**src/aes_pkg.sv**
```systemverilog
// ****************************************
// Constants and carriers
// ****************************************
package aes_pkg;

   localparam int AXES_DEF     = 4;
   localparam int WD_TIMEOUT_US = 10;
   localparam int CLK_MHZ      = 40;
   localparam int WD_CYCLES    = WD_TIMEOUT_US * CLK_MHZ;
   localparam int WD_CNT_W     = 16;
   localparam int CNT_W        = 4;

   typedef enum logic [3:0] {
      AES_INIT = 4'b0001,
      AES_RUN  = 4'b0010,
      AES_FAIL = 4'b0100,
      AES_MASTER_RESET_JUMPER = 4'b1000
   } aes_state_t;

   typedef struct packed {
      logic master_reset_jumper;
      logic firmware_reload_jumper;
      logic motor_off_select;
   } aes_jumpers_t;

   typedef struct packed {
      logic kick;
      logic init_done;
      logic servo_enable_command;
      logic motor_off_command;
   } aes_cpu_t;

endpackage

```
**src/aes_supervisor.sv**
```systemverilog
`timescale 1ns/1ps
module aes_supervisor #(
   parameter int AXES      = aes_pkg::AXES_DEF,
   parameter int WD_CYCLES = aes_pkg::WD_CYCLES
) (
   // Clock and reset
   input  wire logic                    mclk_i,
   input  wire logic                    resetn_i,
   // Jumpers and processor
   input  wire aes_pkg::aes_jumpers_t   jumpers_i,
   input  wire logic [AXES-1:0]         stepper_select_jumper_i,
   input  wire aes_pkg::aes_cpu_t       cpu_i,
   input  wire logic [AXES-1:0]         sinus_axis_i,
   // Outputs
   output logic                         amplifier_enable_out_o,
   output logic                         error_led_o,
   output logic                         motor_enable_o,
   output logic                         erase_nvm_o,
   output logic                         firmware_reload_allow_o,
   output logic [AXES-1:0]              step_dir_mode_o,
   output logic [AXES-1:0]              dac_main_used_o,
   output logic [AXES-1:0]              dac_second_used_o,
   output logic [AXES-1:0]              axis_avail_o,
   output logic [aes_pkg::CNT_W-1:0]    std_axis_count_o
);
   import aes_pkg::*;

   // ****************************************
   // Parameter check
   // ****************************************
   if (AXES < 1 || AXES >= (1 << CNT_W) || WD_CYCLES < 1
       || WD_CYCLES >= (1 << WD_CNT_W)) begin : g_bad_params
      $error("aes_supervisor: bad parameters");
   end

   // ****************************************
   // Reset synchroniser
   // ****************************************
   logic rst_meta;
   logic rst_n;
   always_ff @(posedge mclk_i or negedge resetn_i) begin
      if (!resetn_i) begin
         rst_meta <= 1'b0;
         rst_n    <= 1'b0;
      end else begin
         rst_meta <= 1'b1;
         rst_n    <= rst_meta;
      end
   end

   // ****************************************
   // Watchdog state machine
   // ****************************************
   aes_state_t            state;
   aes_state_t            next_state;
   logic [WD_CNT_W-1:0]   wd_cnt;
   logic                  kicked;
   logic                  wd_at_limit;
   logic                  wd_expired;

   assign wd_at_limit = (wd_cnt == WD_CNT_W'(WD_CYCLES - 1));
   assign wd_expired  = wd_at_limit && !cpu_i.kick;

   always_comb begin
      next_state = state;
      case (state)
         AES_MASTER_RESET_JUMPER: next_state = AES_INIT;
         AES_INIT: begin
            if (wd_expired) begin
               next_state = AES_FAIL;
            end else if (cpu_i.init_done && kicked) begin
               next_state = AES_RUN;
            end
         end
         AES_RUN: begin
            if (wd_expired) begin
               next_state = AES_FAIL;
            end
         end
         AES_FAIL: next_state = AES_FAIL;
         default:  next_state = AES_FAIL;
      endcase
   end

   always_ff @(posedge mclk_i or negedge rst_n) begin
      if (!rst_n) begin
         state <= AES_MASTER_RESET_JUMPER;
      end else if (state == AES_MASTER_RESET_JUMPER && !jumpers_i.master_reset_jumper) begin
         state <= AES_INIT;
      end else begin
         state <= next_state;
      end
   end

   always_ff @(posedge mclk_i or negedge rst_n) begin
      if (!rst_n) begin
         wd_cnt <= '0;
      end else if (cpu_i.kick || state == AES_FAIL || state == AES_MASTER_RESET_JUMPER) begin
         wd_cnt <= '0;
      end else if (!wd_expired) begin
         wd_cnt <= wd_cnt + 1'b1;
      end
   end

   always_ff @(posedge mclk_i or negedge rst_n) begin
      if (!rst_n) begin
         kicked <= 1'b0;
      end else if (cpu_i.kick && state == AES_INIT) begin
         kicked <= 1'b1;
      end
   end

   // ****************************************
   // Amplifier enable and error
   // ****************************************
   always_ff @(posedge mclk_i or negedge rst_n) begin
      if (!rst_n) begin
         amplifier_enable_out_o <= 1'b0;
      end else begin
         amplifier_enable_out_o <= (next_state == AES_RUN);
      end
   end

   always_ff @(posedge mclk_i or negedge rst_n) begin
      if (!rst_n) begin
         error_led_o <= 1'b0;
      end else begin
         error_led_o <= (next_state == AES_FAIL);
      end
   end

   // ****************************************
   // Master reset and upgrade
   // ****************************************
   always_ff @(posedge mclk_i or negedge rst_n) begin
      if (!rst_n) begin
         erase_nvm_o <= 1'b0;
      end else begin
         erase_nvm_o <= (state == AES_MASTER_RESET_JUMPER) && jumpers_i.master_reset_jumper;
      end
   end

   always_ff @(posedge mclk_i or negedge rst_n) begin
      if (!rst_n) begin
         firmware_reload_allow_o <= 1'b0;
      end else begin
         firmware_reload_allow_o <= jumpers_i.firmware_reload_jumper
                                    || (state == AES_RUN);
      end
   end

   // ****************************************
   // Motor on/off
   // ****************************************
   always_ff @(posedge mclk_i or negedge rst_n) begin
      if (!rst_n) begin
         motor_enable_o <= 1'b0;
      end else if (state == AES_MASTER_RESET_JUMPER) begin
         motor_enable_o <= !jumpers_i.motor_off_select;
      end else if (cpu_i.motor_off_command) begin
         motor_enable_o <= 1'b0;
      end else if (cpu_i.servo_enable_command) begin
         motor_enable_o <= 1'b1;
      end
   end

   // ****************************************
   // Stepper and DAC assignment
   // ****************************************
   logic [AXES-1:0]       next_second;
   logic [AXES-1:0]       next_avail;
   logic [CNT_W-1:0]      next_count;
   logic [AXES-1:0]       taken;
   logic                  found;

   always_comb begin
      next_second = '0;
      taken       = '0;
      next_count  = CNT_W'(AXES);
      found       = 1'b0;
      for (int a = 0; a < AXES; a++) begin
         found = 1'b0;
         if (sinus_axis_i[a] && !stepper_select_jumper_i[a] && !taken[a]) begin
            for (int t = AXES - 1; t > a; t--) begin
               if (!found && !taken[t] && !sinus_axis_i[t]) begin
                  found          = 1'b1;
                  next_second[t] = 1'b1;
                  taken[t]       = 1'b1;
                  next_count     = next_count - 1'b1;
               end
            end
         end
      end
      next_avail = ~taken;
   end

   always_ff @(posedge mclk_i or negedge rst_n) begin
      if (!rst_n) begin
         step_dir_mode_o   <= '0;
         dac_main_used_o   <= '0;
         dac_second_used_o <= '0;
         axis_avail_o      <= '0;
         std_axis_count_o  <= '0;
      end else begin
         step_dir_mode_o   <= stepper_select_jumper_i & next_avail;
         dac_main_used_o   <= next_avail & ~stepper_select_jumper_i;
         dac_second_used_o <= next_second;
         axis_avail_o      <= next_avail;
         std_axis_count_o  <= next_count;
      end
   end

endmodule

```
**config.mk**
```make
export PLATFORM = sky130hd
export DESIGN_NAME = aes_supervisor
export DESIGN_NICKNAME = d
export VERILOG_FILES = /design/src/aes_pkg.sv /design/src/aes_supervisor.sv
export SDC_FILE = /design/constraint.sdc
export NUM_CORES = 1
export LEC_CHECK = 0
export BUFFER_PORTS_ARGS = -buffer_cell sky130_fd_sc_hd__buf_2
export CAP_MARGIN = 5
export CORE_MARGIN = 2
export CORE_UTILIZATION = 40
export DETAILED_ROUTE_END_ITERATION = 10
export PLACE_DENSITY = 0.61
export RECOVER_POWER = 25
export SLEW_MARGIN = 0
export SYNTH_ARGS = -nofsm -noshare
export SYNTH_HDL_FRONTEND = slang
export SYNTH_SLANG_ARGS = --single-unit
```
**constraint.sdc**
```tcl
create_clock -name mclk_i -period 1.6 [get_ports mclk_i]
set_input_delay 0.24 -clock mclk_i [delete_from_list [all_inputs] [get_ports mclk_i]]
set_output_delay 0.24 -clock mclk_i [all_outputs]
set_load 0.02 [all_outputs]
```
Yosys cells after proc, flatten, opt, wreduce, memory -nomap -nowiden:

Cells that the tools add are included.

* register bits after elaboration: 47
* latch bits: 0
* bits in writable memories: 0
* ROM bits: 0
* output and inout bits: 25
* memories: 0

* add/sub/neg operators: 6
* multiply operators: 0
* divide/modulo/power cells: 0
* $lt $le $gt $ge: 0
* eq/ne operators: 8
* shift operators: 0
* multiplexer cells: 36
* bitwise operators: 4
* reduce and logical (&&, ||, !) cells: 37

Operators with widths (number)
* 4-bit two-way mux: 15
* 16-bit two-way mux: 2
* 4-bit by 1-bit subtractor with 4-bit output (second input constant): 5
* 1-bit zero test: 17
* 16-bit by 1-bit adder with 16-bit output (second input constant): 1
* 16-bit by 9-bit == test with 1-bit output (second input constant): 1
* 1-bit logical AND: 16
* 1-bit two-way mux: 15
* 4-bit case mux with 3 select lines: 1
* 4-bit AND: 2
* 4-bit by 2-bit == test with 1-bit output (second input constant): 2
* 4-bit by 3-bit == test with 1-bit output (second input constant): 2
* 4-bit NOT: 2
* 3-bit two-way mux: 2
* 4-bit by 1-bit == test with 1-bit output (second input constant): 1
* 4-bit == test (second input constant): 1
* 1-bit logical OR: 3
* 3-bit nonzero test: 1
* 2-bit two-way mux: 1
* 2-bit by 1-bit != test with 1-bit output (second input constant): 1

Longest topological paths before layout:

* depth in word-level cells: 26
* gate-level depth with buffers: 8

Least setup slack after synthesis:

Ideal clock, no wire load.

* path kind: in2reg
* start: input port sinus_axis_i[0]
* end: register std_axis_count_o[1] in the netlist's numbering
* library setup time: 110 ps
* arrival: 1969 ps
* data required time: 1490 ps
* setup slack: -480 ps
* cell stages on the path: 8
* buffers on the path: 0
* cell sequence: nor2b_1 a21boi_0 ha_1 nand2_1 a21oi_1 a311o_1 ha_1 o41ai_1

* longest elaborated chain between the ends: 14
* elaborated cells on any way between the ends: 29

Ends and longest elaborated chain
* start, declared: RTL line aes_supervisor.sv:13 `input wire logic [AXES-1:0] sinus_axis_i,`
* 1-bit logical AND *: RTL line aes_supervisor.sv:183 `if (sinus_axis_i[a] && !stepper_select_jumper_i[a] && !taken[a]) begin`
* branches (longest 12 deep; another with 4-bit by 1-bit subtractor with 4-bit output)
* 4-bit two-way mux *: RTL line aes_supervisor.sv:183
* named net next_count[1]: RTL line aes_supervisor.sv:172 `logic [CNT_W-1:0] next_count;`
* end signal, assigned: RTL line aes_supervisor.sv:209 `std_axis_count_o <= next_count;`
* end, declared: RTL line aes_supervisor.sv:24 `output logic [aes_pkg::CNT_W-1:0] std_axis_count_o`

Mark *: on every way through the listed nets, which the timed path passes. The select of a mux whose other input is x is not followed.
A chain may end at the register's enable or synchronous reset.

Final worst setup path:

* start: input port stepper_select_jumper_i[0]
* end: register std_axis_count_o[1] in the netlist's numbering

* longest elaborated chain between the ends: 15
* elaborated cells on any way between the ends: 30

Ends and longest elaborated chain
* start, declared: RTL line aes_supervisor.sv:11 `input wire logic [AXES-1:0] stepper_select_jumper_i,`
* 1-bit zero test *: RTL line aes_supervisor.sv:183
* 1-bit logical AND *: RTL line aes_supervisor.sv:183
* branches (longest 12 deep; another with 4-bit by 1-bit subtractor with 4-bit output)
* 4-bit two-way mux *: RTL line aes_supervisor.sv:183
* named net next_count[1]: RTL line aes_supervisor.sv:172

Marked as above.

==> run_results.csv <==
group,metric,value,unit
status,status,"finished, violations left",
status,violations,"negative setup slack",
synth,seq_area_frac_synth,0.578,
critical_path,cp_max_fo,3,
layout,fin_nets,277,
synth,synth_top_area_frac,0.565,
route,via_per_inst,4.91,
sta,skew,0.0110,ns
min_path,hp-class,"in -> reg",
place,place_ws,-0.354,ns
floorplanning,ios,42,
pwr,peakVddDrop,0.000502,V
layout,diodes,0,
floorplanning,start_util,0.423,
critical_path,slowest_delay,0.31,ns
global_routing,grt_pass1_vias,1660,
clock_network,clockBufferDepth,2,
synth,ys_warn_count,0,
layout,regArea,1180,sq um
floorplanning,dieHeight,75.4,microns
pwr,power.static_leakage,1.18,nW
synth,avgSynthCellArea,10.8,sq um
clock_network,tritoncts,"built",
critical_path,slowest_stage,"ha_1",
synth,netlist_area,2040,sq um
synth,synth_enable_flop_cells,0,
global_routing,grt.total_usage,0.171,
global_routing,grt_max_degree,32,
synth,synth_cell_types,44,
clock_network,cts_setup_buffers,0,
sta,finalHoldViolations,0,
sta,relSlewSlack,0.551,
sta,rsz0062_at_grt,"true",
layout,final_layout_size_suffix_gt1_frac,0.314,
layout,fillCellCount,458,
critical_path,cp_cell_sequence,"buf_2, nor2b_4, a21boi_1, ha_1, nand2_1, a21oi_1, a311o_1, ha_1, o41ai_2",
synth,ys.flop_type,"dfrtp_1",
synth,synth_seq_cells,47,
global_routing,antenna_found_initial,0,
synth,synth_async_sr_flop_share,1.00,
route,firstDrtPassIters,4,
synth,synthTopCellsByArea,"dfrtp_1 (57%), nor2_1 (3.3%), xnor2_1 (3.0%), a21oi_1 (2.5%), o21ai_0 (2.5%)",
sta,whs,0.101,ns
route,antenna_left,0,
sta,fin_ws,-0.0140,ns
global_routing,grt_pass1_wl,7.18,mm
route,drc,0,
floorplanning,num_rows,25,
sta,tightest_slew,0.674,ns
route,num_vias,1596,
clock_network,numCtsBuffers,5,
floorplanning,die_w,75.4,microns
critical_path,crit_type,"in -> reg",
synth,yosys-top-cells-count,"dfrtp_1 (46), nor2_1 (18), a21oi_1 (10), nand2_1 (10), o21ai_0 (10)",
clock_network,clk_latency,0.30,ns
route,wire_per_inst,12.4,microns
critical_path,cp_num_buf_inv,1,
critical_path,cpMostUsedCell,"ha_1",
pwr,p_per_area,852,nW/um^2
run,max_cap_viol_count,0,
clock_network,clk_pin_slew,0.07,ns
clock_network,clockRootBuffer,"clkbuf_8",
synth,yosysMostFrequentCell,"dfrtp_1",
synth,synth_area_leader_cell,"dfrtp_1",
critical_path,crit_path_start_kind,"primary input",
global_routing,grt-ovfl-total,0,
clock_network,cts_htree_levels,2,
critical_path,worstSetupEndpointType,"flop",
sta,setup_viol,1,
critical_path,critical_path.top_delay_family,"compound AO/OA/AOI/OAI gates",
route,drt_iter0_drc,80,
sta,slew_violations,0,
critical_path,cp_data_required_time,1.79,ns
synth,syn-instance-count,188,
sta,min_period_over_period,1.01,
layout,multi_input_area,871,sq um
place,io_buffers,40,
layout,syn_to_final_growth,29.2,%
place,gp_congestion,0.777,
floorplanning,die_area,5680,sq um
critical_path,arrival,1.80,ns
sta,fin_crit,1.61,ns
place,dp_hpwl,2.96,mm
clock_network,clock-sinks,47,
sta,fmax,620,MHz
floorplanning,fp.coreArea,4820,sq um
route,wl,4.02,mm
[cell families after synthesis]
family                   after synthesis  share of synthesized area
AO/OA/AOI/OAI                         34                      0.104
XOR/XNOR                               9                     0.0387
adder cells (fa/ha/maj)                4                     0.0233
buffers and inverters                 10                     0.0209
flip-flops                            47                      0.578
other                                  2                    0.00369
AND/OR/NAND/NOR                       82                      0.231
[worst register-to-register path: stages, from the launching register on]
cell and delay [ns]:
dfrtp_1 0.39, ha_1 0.18, nand4_1 0.25, nor4_2 0.35
xnor2_1 0.16, nor2_1 0.06
[sequential cells by signal, indices dropped and copies added, names as in the netlist, 3 cells and up]
register,flops
wd_cnt,16
axis_avail_o,4
dac_main_used_o,4
state,4
std_axis_count_o,4
step_dir_mode_o,4
dac_second_used_o,3
[power by group]
part	leakage (nW)	total (mW)	internal (mW)	switching, mW
clock network	0.0515	0.755	0.394	0.361
registers	0.591	1.25	1.23	0.0201
logic	0.542	0.240	0.0991	0.141
[through the flow]
stage	utilization	cells	area, sq um	power (mW)	TNS (ns)
2_1_floorplan	-	191	2070	1.40	-0.212
3_3_place_gp	0.521	316	2510	1.51	-0.422
3_5_place_dp	0.521	316	2510	1.51	-0.486
4_1_cts	0.545	325	2630	2.28	0
5_1_grt	0.546	325	2630	2.36	-0.110
6_report	0.546	325	2630	2.24	-0.0140
[cells in the final DEF (no fill, tap or decap), types with 2 or more instances in the layout]
master	instances
nor2_1	17
nor3_1	6
inv_1	7
o21ai_0	9
nand3_1	4
nor3b_1	2
a21o_1	3
nand2_1	10
conb_1	5
nand3b_1	2
clkbuf_1	3
xor2_1	2
or2_2	2
nor2b_1	2
buf_2	40
and2b_1	2
nand2b_1	4
nand4_1	4
xnor2_1	7
buf_4	18
a21oi_1	10
nor4_2	2
a21boi_1	2
ha_1	3
and2_1	2
nor4_1	3
a31oi_1	2
o41ai_1	2
and3_1	6
or3_1	2
clkbuf_8	7
dfrtp_1	46
[path summary, 6_finish.rpt]
check / cells past startpoint / slack, ns / start / to
setup / recovery: 9 / -0.01 / stepper_select_jumper_i[0] / std_axis_count_o[1]
hold / removal: 2 / 0.10 / stepper_select_jumper_i[3] / dac_main_used_o[3]
setup reg to reg: 5 / 0.10 / wd_cnt[1] / wd_cnt[14]
hold reg to reg: 0 / 0.24 / rst_n / wd_cnt[3]
max in group asynchronous: 1 / 0.27 / rst_n / step_dir_mode_o[3]
min in group asynchronous: 0 / 0.24 / rst_n / wd_cnt[3]
[layer usage]
layer / GRT usage / wire length (microns)
met5: 0 / 0
met4: 0.0936 / 80
met3: 0.0397 / 153
met2: 0.281 / 1910
met1: 0.208 / 1880
[timing repair]
| item | CTS | global route |
|---|---|---|
| cloned | 0 | 0 |
| endpoints found under the hold margin | 2 | 0 |
| pin swaps | 1 | 1 |
| hold buffers | 1 | 0 |
| gates resized for setup | 2 | 7 |
| endpoints found under the setup margin | 2 | 8 |
[cell type report]
class                   instances  area share
repair buffers                 62       0.142
clock buffers                   8      0.0380
flip-flops and latches         47       0.447
well taps                      67      0.0319
inverters                       7     0.00999
multi-input cells             134       0.331
Note: power is estimated with default switching activity, not from simulation.
